$ cat src/hdl/dtm_map.svh
// dtm_map.svh: offsets, field positions, reset values and timing counts
// for the primary loop timing-mode sequencer; included by its bare name.
`ifndef DTM_MAP_SVH
`define DTM_MAP_SVH

// -------------------------------------------------------------------
// timing
// -------------------------------------------------------------------
`define DTM_CLK_HZ 40000000
`define DTM_TICK_MS 50
`define DTM_TICK_CYC (`DTM_CLK_HZ / 1000 * `DTM_TICK_MS)
`define DTM_TICKS_PER_SEC (1000 / `DTM_TICK_MS)
`define DTM_QUAL_SEC 2
`define DTM_QUAL_TICKS (`DTM_QUAL_SEC * `DTM_TICKS_PER_SEC)
`define DTM_AVG_RECIP ((65536 + `DTM_TICKS_PER_SEC / 2) / `DTM_TICKS_PER_SEC)

// -------------------------------------------------------------------
// sizes
// -------------------------------------------------------------------
`define DTM_N_IN 5
`define DTM_FW 24
`define DTM_OFS_W 24

// -------------------------------------------------------------------
// register offsets (byte addresses)
// -------------------------------------------------------------------
`define DTM_MCFG1_ADDR 8'h00
`define DTM_MCFG3_ADDR 8'h04
`define DTM_HCFG3_ADDR 8'h08
`define DTM_LOCKTO_ADDR 8'h0c
`define DTM_OPERATING_STATE_REG_ADDR 8'h10
`define DTM_LSTAT2_ADDR 8'h14
`define DTM_LSTAT4_ADDR 8'h18
`define DTM_VALID_ADDR 8'h1c
`define DTM_ALARM_ADDR 8'h20
`define DTM_MCLKOFS_ADDR 8'h24
`define DTM_HOFREQ_ADDR 8'h28

// -------------------------------------------------------------------
// fields and reset values
// -------------------------------------------------------------------
`define DTM_MC1_FSTATE_LSB 0
`define DTM_MC1_FORCE_BIT 3
`define DTM_MC1_LOCK_PIN_ENABLE_BIT 4
`define DTM_MC3_REVERTIVE_ENABLE_BIT 0
`define DTM_MC3_FREERUN_HOLDOVER_SELECT_BIT 1
`define DTM_HC3_AVG_BIT 0
`define DTM_LS2_STATE_BIT 0
`define DTM_LS4_HOLDOVER_READY_FLAG_BIT 0
`define DTM_VAL_HOLDOVER_READY_FLAG_BIT 16
`define DTM_ALM_LOCK_LSB 8
`define DTM_LOCKTO_RST 16'h0064
`define DTM_MCLKOFS_RST 24'h000000

`endif

$ cat src/hdl/dtm_pkg.sv
// dtm_pkg.sv: types of the primary loop timing-mode sequencer.
// assumes nothing beyond a SystemVerilog compiler.
package dtm_pkg;

   typedef enum logic [2:0] {
      DTM_FREERUN,
      DTM_PRELOCK,
      DTM_PRELOCK2,
      DTM_LOCKED,
      DTM_LOSSLOCK,
      DTM_HOLDOVER
   } dtm_state_t;

   typedef enum logic [1:0] {
      DTM_SRC_TRACK,
      DTM_SRC_OSC,
      DTM_SRC_STORED
   } dtm_src_t;

endpackage

$ cat src/hdl/dtm_fsm.sv
// dtm_fsm.sv: timing-mode sequencer of the primary loop with APB registers.
// assumes monitor, selector and loop filter run on clk; APB master on clk.
//
// The register addresses and the APB register port were chosen for this implementation.
`timescale 1ns/1ps

`include "dtm_map.svh"

module dtm_fsm import dtm_pkg::*; #(
   parameter int N_IN = `DTM_N_IN,
   parameter int FW = `DTM_FW,
   parameter int TICK_CYC = `DTM_TICK_CYC
) (
   input wire logic clk,
   input wire logic rstn,
   input wire logic [7:0] paddr,
   input wire logic psel,
   input wire logic penable,
   input wire logic pwrite,
   input wire logic [31:0] pwdata,
   output logic [31:0] prdata,
   output logic pready,
   output logic pslverr,
   input wire logic [N_IN-1:0] input_valid_flag,
   input wire logic [N_IN-1:0] activity_alarm,
   input wire logic [2:0] selected_ref,
   input wire logic phase_lock,
   input wire logic loss_of_lock,
   input wire logic fast_ref_fail,
   input wire logic [FW-1:0] integral_frequency_value,
   output logic [N_IN-1:0] ref_usable,
   output logic revertive_enable,
   output logic lock_pin,
   output logic [2:0] loop_state_field,
   output logic loop_isolate,
   output logic [1:0] integral_frequency_value_source,
   output logic [FW-1:0] holdover_integral_frequency_value,
   output logic [`DTM_OFS_W-1:0] master_clock_offset
);

   localparam int QUAL = `DTM_QUAL_TICKS;
   localparam int TPS = `DTM_TICKS_PER_SEC;

   // -------------------------------------------------------------------
   // registers and internal state
   // -------------------------------------------------------------------
   dtm_state_t state_q, state_d;
   logic [2:0] force_state_q;
   logic force_en_q, lock_pin_enable_q, freerun_holdover_select_q;
   logic holdover_averaging_select_q;
   logic [15:0] lock_timeout_q;
   logic state_chg_q, holdover_ready_flag_q, holdover_ready_flag_lat_q;
   logic [N_IN-1:0] lock_alm_q, eff_valid;
   logic [31:0] tick_cnt_q;
   logic tick_q;
   logic [7:0] lock_cnt_q, inv_cnt_q;
   logic [4:0] sec_div_q;
   logic [15:0] to_sec_q;
   logic [2:0] sel_prev_q;
   logic [FW-1:0] hist0_q, hist1_q, avg_q;
   logic [FW+4:0] sum_q;
   logic [4:0] avg_cnt_q;
   logic wr_en, acc;
   logic ref_bad, any_valid, oth_valid, lock_done, inv_done, to_done;
   logic reenter, alarm_set, sel_chg, restart;
   logic [N_IN-1:0] sel_oh, alm_clr;
   logic [FW-1:0] stored_val;
   logic [FW+16:0] avg_prod;
   dtm_src_t src_d;

   // -------------------------------------------------------------------
   // apb slave: one wait cycle, answer registered
   // -------------------------------------------------------------------
   assign acc = psel & penable;
   assign wr_en = acc & pready & pwrite;

   always_ff @(posedge clk or negedge rstn) begin
      if (!rstn) begin
         pready <= 1'b0;
         pslverr <= 1'b0;
         prdata <= 32'h0;
      end else begin
         pready <= acc & ~pready;
         if (acc & ~pready) begin
            pslverr <= 1'b0;
            prdata <= 32'h0;
            if (paddr == `DTM_MCFG1_ADDR) begin
               prdata[`DTM_MC1_FSTATE_LSB +: 3] <= force_state_q;
               prdata[`DTM_MC1_FORCE_BIT] <= force_en_q;
               prdata[`DTM_MC1_LOCK_PIN_ENABLE_BIT] <= lock_pin_enable_q;
            end else if (paddr == `DTM_MCFG3_ADDR) begin
               prdata[`DTM_MC3_REVERTIVE_ENABLE_BIT] <= revertive_enable;
               prdata[`DTM_MC3_FREERUN_HOLDOVER_SELECT_BIT] <= freerun_holdover_select_q;
            end else if (paddr == `DTM_HCFG3_ADDR) begin
               prdata[`DTM_HC3_AVG_BIT] <= holdover_averaging_select_q;
            end else if (paddr == `DTM_LOCKTO_ADDR) begin
               prdata[15:0] <= lock_timeout_q;
            end else if (paddr == `DTM_OPERATING_STATE_REG_ADDR) begin
               prdata[2:0] <= state_q;
            end else if (paddr == `DTM_LSTAT2_ADDR) begin
               prdata[`DTM_LS2_STATE_BIT] <= state_chg_q;
            end else if (paddr == `DTM_LSTAT4_ADDR) begin
               prdata[`DTM_LS4_HOLDOVER_READY_FLAG_BIT] <= holdover_ready_flag_lat_q;
            end else if (paddr == `DTM_VALID_ADDR) begin
               prdata[N_IN-1:0] <= eff_valid;
               prdata[`DTM_VAL_HOLDOVER_READY_FLAG_BIT] <= holdover_ready_flag_q;
            end else if (paddr == `DTM_ALARM_ADDR) begin
               prdata[N_IN-1:0] <= activity_alarm;
               prdata[`DTM_ALM_LOCK_LSB +: N_IN] <= lock_alm_q;
            end else if (paddr == `DTM_MCLKOFS_ADDR) begin
               prdata[`DTM_OFS_W-1:0] <= master_clock_offset;
            end else if (paddr == `DTM_HOFREQ_ADDR) begin
               prdata[FW-1:0] <= holdover_integral_frequency_value;
            end else begin
               pslverr <= 1'b1;
            end
         end else begin
            pslverr <= 1'b0;
         end
      end
   end

   // -------------------------------------------------------------------
   // configuration registers
   // -------------------------------------------------------------------
   always_ff @(posedge clk or negedge rstn) begin
      if (!rstn) begin
         force_state_q <= 3'h0;
         force_en_q <= 1'b0;
         lock_pin_enable_q <= 1'b0;
         revertive_enable <= 1'b0;
         freerun_holdover_select_q <= 1'b0;
         holdover_averaging_select_q <= 1'b0;
         lock_timeout_q <= `DTM_LOCKTO_RST;
         master_clock_offset <= `DTM_MCLKOFS_RST;
      end else if (wr_en) begin
         if (paddr == `DTM_MCFG1_ADDR) begin
            force_state_q <= pwdata[`DTM_MC1_FSTATE_LSB +: 3];
            force_en_q <= pwdata[`DTM_MC1_FORCE_BIT];
            lock_pin_enable_q <= pwdata[`DTM_MC1_LOCK_PIN_ENABLE_BIT];
         end else if (paddr == `DTM_MCFG3_ADDR) begin
            revertive_enable <= pwdata[`DTM_MC3_REVERTIVE_ENABLE_BIT];
            freerun_holdover_select_q <= pwdata[`DTM_MC3_FREERUN_HOLDOVER_SELECT_BIT];
         end else if (paddr == `DTM_HCFG3_ADDR) begin
            holdover_averaging_select_q <= pwdata[`DTM_HC3_AVG_BIT];
         end else if (paddr == `DTM_LOCKTO_ADDR) begin
            lock_timeout_q <= pwdata[15:0];
         end else if (paddr == `DTM_MCLKOFS_ADDR) begin
            master_clock_offset <= pwdata[`DTM_OFS_W-1:0];
         end
      end
   end

   // -------------------------------------------------------------------
   // 50 ms tick from the master clock
   // -------------------------------------------------------------------
   always_ff @(posedge clk or negedge rstn) begin
      if (!rstn) begin
         tick_cnt_q <= 32'h0;
         tick_q <= 1'b0;
      end else if (tick_cnt_q == 32'(TICK_CYC - 1)) begin
         tick_cnt_q <= 32'h0;
         tick_q <= 1'b1;
      end else begin
         tick_cnt_q <= tick_cnt_q + 32'h1;
         tick_q <= 1'b0;
      end
   end

   // -------------------------------------------------------------------
   // input validity and per-input lock alarms
   // -------------------------------------------------------------------
   generate
      for (genvar i = 0; i < N_IN; i++) begin : g_in
         assign sel_oh[i] = (selected_ref == 3'(i));
         assign alm_clr[i] = wr_en & (paddr == `DTM_ALARM_ADDR) &
                             pwdata[`DTM_ALM_LOCK_LSB + i];
         assign eff_valid[i] = input_valid_flag[i] & ~activity_alarm[i] & ~lock_alm_q[i];
         always_ff @(posedge clk or negedge rstn) begin
            if (!rstn) begin
               lock_alm_q[i] <= 1'b0;
            end else if (alarm_set & sel_oh[i]) begin
               lock_alm_q[i] <= 1'b1;
            end else if (alm_clr[i]) begin
               lock_alm_q[i] <= 1'b0;
            end
         end
      end
   endgenerate

   always_ff @(posedge clk or negedge rstn) begin
      if (!rstn) begin
         ref_usable <= '0;
      end else begin
         ref_usable <= eff_valid;
      end
   end

   assign any_valid = |eff_valid;
   assign ref_bad = ~|(eff_valid & sel_oh);
   assign oth_valid = |(eff_valid & ~sel_oh);
   assign lock_done = (lock_cnt_q >= 8'(QUAL));
   assign inv_done = (inv_cnt_q >= 8'(QUAL));
   assign to_done = tick_q & (sec_div_q == 5'(TPS - 1)) &
                    (to_sec_q + 16'h1 == lock_timeout_q);
   assign sel_chg = (selected_ref != sel_prev_q);

   // -------------------------------------------------------------------
   // next state
   // -------------------------------------------------------------------
   always_comb begin
      state_d = state_q;
      reenter = 1'b0;
      alarm_set = 1'b0;
      case (state_q)
         DTM_FREERUN: begin
            if (any_valid) begin
               state_d = DTM_PRELOCK;
            end
         end
         DTM_PRELOCK, DTM_PRELOCK2: begin
            if (lock_done) begin
               state_d = DTM_LOCKED;
            end else if (inv_done) begin
               state_d = (state_q == DTM_PRELOCK) ? DTM_FREERUN : DTM_HOLDOVER;
            end else if (to_done) begin
               alarm_set = 1'b1;
               reenter = 1'b1;
            end else if (sel_chg & revertive_enable & any_valid) begin
               reenter = 1'b1;
            end
         end
         DTM_LOCKED: begin
            if (loss_of_lock) begin
               state_d = DTM_LOSSLOCK;
            end else if (ref_bad & oth_valid) begin
               state_d = DTM_PRELOCK2;
            end else if (ref_bad & inv_done) begin
               state_d = DTM_HOLDOVER;
            end
         end
         DTM_LOSSLOCK: begin
            if (lock_done) begin
               state_d = DTM_LOCKED;
            end else if (to_done) begin
               alarm_set = 1'b1;
               if (oth_valid) begin
                  state_d = DTM_PRELOCK2;
               end
            end else if (ref_bad & inv_done) begin
               state_d = oth_valid ? DTM_PRELOCK2 : DTM_HOLDOVER;
            end
         end
         DTM_HOLDOVER: begin
            if (any_valid) begin
               state_d = DTM_PRELOCK2;
            end
         end
         default: begin
            state_d = DTM_FREERUN;
         end
      endcase
      if (force_en_q & (force_state_q <= 3'h5)) begin
         state_d = dtm_state_t'(force_state_q);
         reenter = 1'b0;
      end
   end

   assign restart = (state_d != state_q) | reenter;

   // -------------------------------------------------------------------
   // state register, change flag, lock pin
   // -------------------------------------------------------------------
   always_ff @(posedge clk or negedge rstn) begin
      if (!rstn) begin
         state_q <= DTM_FREERUN;
         sel_prev_q <= 3'h0;
         loop_state_field <= 3'h0;
         lock_pin <= 1'b0;
      end else begin
         state_q <= state_d;
         sel_prev_q <= selected_ref;
         loop_state_field <= state_d;
         lock_pin <= lock_pin_enable_q & (state_d == DTM_LOCKED);
      end
   end

   always_ff @(posedge clk or negedge rstn) begin
      if (!rstn) begin
         state_chg_q <= 1'b0;
      end else if (restart) begin
         state_chg_q <= 1'b1;
      end else if (wr_en & (paddr == `DTM_LSTAT2_ADDR) & pwdata[`DTM_LS2_STATE_BIT]) begin
         state_chg_q <= 1'b0;
      end
   end

   // -------------------------------------------------------------------
   // qualification, invalidity and timeout counters
   // -------------------------------------------------------------------
   always_ff @(posedge clk or negedge rstn) begin
      if (!rstn) begin
         lock_cnt_q <= 8'h0;
         inv_cnt_q <= 8'h0;
         sec_div_q <= 5'h0;
         to_sec_q <= 16'h0;
      end else if (restart) begin
         lock_cnt_q <= 8'h0;
         inv_cnt_q <= 8'h0;
         sec_div_q <= 5'h0;
         to_sec_q <= 16'h0;
      end else if (tick_q) begin
         if (!phase_lock | ref_bad) begin
            lock_cnt_q <= 8'h0;
         end else if (!lock_done) begin
            lock_cnt_q <= lock_cnt_q + 8'h1;
         end
         if (((state_q == DTM_PRELOCK) | (state_q == DTM_PRELOCK2)) ? any_valid : !ref_bad) begin
            inv_cnt_q <= 8'h0;
         end else if (!inv_done) begin
            inv_cnt_q <= inv_cnt_q + 8'h1;
         end
         if (sec_div_q == 5'(TPS - 1)) begin
            sec_div_q <= 5'h0;
            to_sec_q <= to_sec_q + 16'h1;
         end else begin
            sec_div_q <= sec_div_q + 5'h1;
         end
      end
   end

   // -------------------------------------------------------------------
   // frequency history and one-second average
   // -------------------------------------------------------------------
   assign avg_prod = (FW+17)'(sum_q + (FW+5)'(integral_frequency_value)) *
                     (FW+17)'(`DTM_AVG_RECIP);

   always_ff @(posedge clk or negedge rstn) begin
      if (!rstn) begin
         hist0_q <= '0;
         hist1_q <= '0;
      end else if (tick_q) begin
         hist0_q <= integral_frequency_value;
         hist1_q <= hist0_q;
      end
   end

   always_ff @(posedge clk or negedge rstn) begin
      if (!rstn) begin
         sum_q <= '0;
         avg_cnt_q <= 5'h0;
         avg_q <= '0;
         holdover_ready_flag_q <= 1'b0;
      end else if (state_q != DTM_LOCKED) begin
         sum_q <= '0;
         avg_cnt_q <= 5'h0;
         if (state_q == DTM_FREERUN) begin
            holdover_ready_flag_q <= 1'b0;
         end
      end else if (tick_q) begin
         if (avg_cnt_q == 5'(TPS - 1)) begin
            avg_q <= avg_prod[FW+15:16];
            holdover_ready_flag_q <= 1'b1;
            sum_q <= '0;
            avg_cnt_q <= 5'h0;
         end else begin
            sum_q <= sum_q + (FW+5)'(integral_frequency_value);
            avg_cnt_q <= avg_cnt_q + 5'h1;
         end
      end
   end

   always_ff @(posedge clk or negedge rstn) begin
      if (!rstn) begin
         holdover_ready_flag_lat_q <= 1'b0;
      end else if (holdover_ready_flag_q) begin
         holdover_ready_flag_lat_q <= 1'b1;
      end else if (wr_en & (paddr == `DTM_LSTAT4_ADDR) & pwdata[`DTM_LS4_HOLDOVER_READY_FLAG_BIT]) begin
         holdover_ready_flag_lat_q <= 1'b0;
      end
   end

   // -------------------------------------------------------------------
   // frequency source: track, oscillator plus offset, stored value
   // -------------------------------------------------------------------
   assign stored_val = (holdover_averaging_select_q & holdover_ready_flag_q) ? avg_q : hist1_q;

   always_comb begin
      src_d = DTM_SRC_TRACK;
      if (state_d == DTM_FREERUN) begin
         src_d = DTM_SRC_OSC;
      end else if ((state_d == DTM_HOLDOVER) | fast_ref_fail) begin
         src_d = freerun_holdover_select_q ? DTM_SRC_OSC : DTM_SRC_STORED;
      end
   end

   always_ff @(posedge clk or negedge rstn) begin
      if (!rstn) begin
         integral_frequency_value_source <= DTM_SRC_OSC;
         holdover_integral_frequency_value <= '0;
         loop_isolate <= 1'b0;
      end else begin
         integral_frequency_value_source <= src_d;
         loop_isolate <= fast_ref_fail & (state_d != DTM_FREERUN) &
                         (state_d != DTM_HOLDOVER);
         if ((src_d == DTM_SRC_STORED) & (integral_frequency_value_source != DTM_SRC_STORED)) begin
            holdover_integral_frequency_value <= stored_val;
         end
      end
   end

endmodule

$ cat config.mk
export PLATFORM = sky130hd
export DESIGN_NAME = dtm_fsm
export DESIGN_NICKNAME = d
export VERILOG_FILES = /design/src/hdl/dtm_pkg.sv /design/src/hdl/dtm_fsm.sv
export VERILOG_INCLUDE_DIRS = /design/src /design/src/hdl
export SDC_FILE = /design/constraint.sdc
export NUM_CORES = 1
export LEC_CHECK = 0
export ABC_AREA = 0
export BUFFER_PORTS_ARGS = -buffer_cell sky130_fd_sc_hd__buf_2
export CAP_MARGIN = 10
export CELL_PAD_IN_SITES_DETAIL_PLACEMENT = 1
export CELL_PAD_IN_SITES_GLOBAL_PLACEMENT = 1
export CORE_UTILIZATION = 52
export CTS_CLUSTER_SIZE = 8
export DETAILED_ROUTE_END_ITERATION = 8
export MAX_ROUTING_LAYER = met4
export PLACE_DENSITY = 0.86
export SYNTH_ARGS = -nofsm -noshare
export SYNTH_HDL_FRONTEND = slang
export SYNTH_SLANG_ARGS = --single-unit
export TNS_END_PERCENT = 10
$ cat constraint.sdc
create_clock -name clk -period 13.6 [get_ports clk]
set_clock_uncertainty 0.2 [all_clocks]
set_input_delay 0.68 -clock clk [delete_from_list [all_inputs] [get_ports clk]]
set_output_delay 0.68 -clock clk [all_outputs]
set_load 0.01 [all_outputs]
==> results.toml <==
[routing]
route.detailed.vias_per_inst = 6.19
detailedRoute.firstPassIterationCount = 5
detailedRoute.firstIterationViolations = 1065
route.detailed.drc = 0
wirelength_mm = 69.4
ant_nets = 0
wire_per_inst_um = 25.7
routed-via-count = 16706

[sta]
setup_viol_count_final = 0
hold_violations = 0
timing.fmax_mhz = 99.4
tightest_slew_ns = 1.18
slew_headroom_pct = 20.9
finalSetupTns_ns = 0
final_max_slew_viol_count = 0
layout_worst_path_cycle_share_pct = 74.0
final.min_clock_period_ns = 10.06
rsz0062_at_grt = "no"

[critical_path]
critical_path.most_common_cell = "fa_1"
critPathRequiredTime_ns = 13.84
timing.rr.start = "sum_q[0]"
setup.worst_path.class = "reg -> reg"
critical_path.startpoint_type = "flop"
arrival_ns = 10.30
crit_path_max_fanout = 6
regToRegEndpoint = "avg_q[23]"
crit_start = "sum_q[0]"
slowest_delay_ns = 0.92
regToRegSetupSlack_ns = 3.54
cp_slowest_cell = "o41ai_1"
r2r.worst_path.cells = 31
critPathCaptureType = "flop"

[grt]
antenna_found_initial = 0
wire_length_of_the_first_global_routing_pass_mm = 110
grt_util_all_layers_pct = 35.7
grt.overflow.total = 0
grt_max_degree = 96
vias_in_the_first_global_route = 18870

[place]
port_buffers = 163
gp_routability_congestion = 0.945
place.detailed.hpwl_mm = 48.2

[yosys]
yosys_most_used_dff = "dfrtp_1"
post_synth_fa_ha_maj_area_fraction_pct = 22.7
synth_edf_count = 0
synth.area.top_cells = "dfrtp_1 (35%), fa_1 (12%), ha_1 (11%), mux2_2 (6.9%), inv_1 (3.7%)"
synth_largest_type_area_fraction_pct = 34.9
yosys_warnings = 0
synth-simple-area-share_pct = 11.5
netlist_instances = 1993
yosys-mux-area-fraction_pct = 8.78
synth.distinct_cells = 85
synth_seq_area_share_pct = 35.4
synthXorXnorAreaFrac_pct = 5.67
synthDominantAreaCellType = "dfrtp_1"
synth_area_in_compound_gates_pct = 10.6
largest_family_of_logic_cells_by_synthesized_area = "adder cells"
syn_area_per_cell_um2 = 10.5
netlist_area_um2 = 21000
async_reset_ff_share_pct = 100
ys_seq_elements = 297

[layout]
fill_cells = 4279
syn_to_final_growth_pct = 12.2
drive_above_1_share_pct = 18.7
regArea_um2 = 7440
insertedDiodeCount = 0
mostFrequentLayoutCells = "dfrtp_1 (292), inv_1 (207), ha_1 (178)"
finish.utilization_pct = 59.3
most_frequent_standard_cell_in_the_layout_excluding_fill_and_tap_cells = "dfrtp_1"
nNetsFinal = 2546
multiInputGateArea_um2 = 12500

[floorplan]
die-height_um = 203
die-width_um = 203
core_area_um2 = 39700
rows = 73
num_io_pins = 180
die-area_um2 = 41200
starting_density_of_the_core_pct = 52.8

[worst_hold_path]
min-delay-start = "fast_ref_fail"
min_to = "loop_isolate"
hold_path_depth = 3
hp-class = "in -> reg"

[clock_tree]
post_cts_resize_count = 0
numCtsBuffers = 43
clockRootBuffer = "clkbuf_16"
clkSlewWorstSetupHoldPaths_ns = 0.05
clock_insertion_delay_worst_skew_ns = 0.58
cts_max_level = 2
clockBufferDepth = 3
clock_sinks = 297
cts_tree = "yes"

[run_status]
run_status = "complete, no violations"

[power]
power_leakage_nw = 12.0
maximum_vdd_drop_v = 0.000119
power.density_cell_area_nw_per_um2 = 149

[flow_run]
max_cap_violations = 0
stage by stage:
step	area (µm²)	hold slack [ns]	power (mW)	setup WS (ns)	cells
after CTS	23600	0.106	3.50	3.68	2701
after global routing	23600	0.126	3.70	3.14	2701
after detailed placement	22300	0.257	2.42	3.60	2635
after floorplan	21000	0.184	1.98	5.03	2000
after global placement	22300	0.249	2.30	4.05	2635
final	23600	0.129	3.51	3.54	2701
final cells by class:
class | instances | share of cell area [%]
Clock buffer | 61 | 4.86
Clock inverter | 4 | 0.361
Inverter | 208 | 3.32
Multi-Input combinational cell | 1423 | 52.9
Sequential cell | 297 | 31.6
Tap cell | 525 | 2.79
Timing Repair Buffer | 183 | 4.15
worst max-delay path by stage:
stage	to	slack, ns	cells after the start
5_1_grt	avg_q[23]	3.14	31
3_5_place_dp	avg_q[23]	3.60	32
4_1_cts	avg_q[23]	3.68	31
2_1_floorplan	avg_q[23]	5.03	30
3_3_place_gp	avg_q[23]	4.05	32
6_report	avg_q[23]	3.54	31
state kept, by name, summed over array words and instances, names as in the netlist, 5 cells and up:
signal	flops
hist0_q	24
avg_q	24
inv_cnt_q	8
holdover_integral_frequency_value	24
sum_q	29
lock_timeout_q	16
master_clock_offset	24
lock_alm_q	5
avg_cnt_q	5
to_sec_q	16
tick_cnt_q	32
lock_cnt_q	8
ref_usable	5
prdata	24
sec_div_q	5
hist1_q	24
worst max-delay path: cells and delay by family, from the launching register on:
| kind | cells | cell delay, ns |
|---|---|---|
| xor gates and xnor gates | 2 | 0.69 |
| DFF | 1 | 0.40 |
| adders and majority gates | 8 | 3.59 |
| AOI/OAI and AO/OA | 9 | 2.62 |
| and+or+nand+nor | 6 | 1.68 |
| buffers and inverters | 5 | 0.48 |
| muxes | 1 | 0.26 |
cell usage after synthesis, types with 6 or more instances:
cell type	instances
o21ai_0	90
clkbuf_1	44
nor3_1	23
and4_1	6
mux2i_1	9
xnor2_1	73
buf_1	10
mux2_2	129
fa_1	127
and2_1	12
nor3b_1	10
nand4_1	23
xor2_1	63
mux2_4	20
nor4b_1	7
o31ai_1	11
or3_1	8
ha_1	178
a22oi_1	14
nor2_1	129
nand2b_1	12
and3_1	18
nor2b_1	13
buf_4	10
o21bai_1	7
nand3_1	41
nand2_1	152
a22o_1	31
a21oi_1	67
or2_2	7
a31oi_1	9
nor4_1	7
a211oi_1	11
a21o_1	24
inv_1	207
dfrtp_1	293
a222oi_1	11
where the power goes:
part	total [mW]	internal, mW	leakage [nW]	switching, mW
sequential	0.921	0.900	3.98	0.0213
combinational	1.57	0.592	7.40	0.973
clock	1.02	0.599	0.588	0.424
total	3.51	2.09	12.0	1.42
cells by family after synthesis:
kind of cell / Yosys count
compound gates: 326
xor+xnor: 136
fa+ha+maj: 305
buf+inv: 280
flops: 297
mux: 158
other cells: 1
simple gates: 490
metal layers:
metal	routed length [µm]	global-route usage (%)	up-vias	part of all wire [%]
met5	0	-	-	0
met4	3720	18.6	0	5.4
met3	3840	5.41	267	5.5
li1	-	-	7159	-
met2	35400	61.2	693	51
met1	26500	40.4	8587	38
what timing repair did:
item	in CTS	in global routing
setup endpoints to repair	0	0
buffers inserted	0	0
hold buffers	1	0
hold endpoints to repair	65	0
No activity file was read; power rests on OpenSTA's default activity.
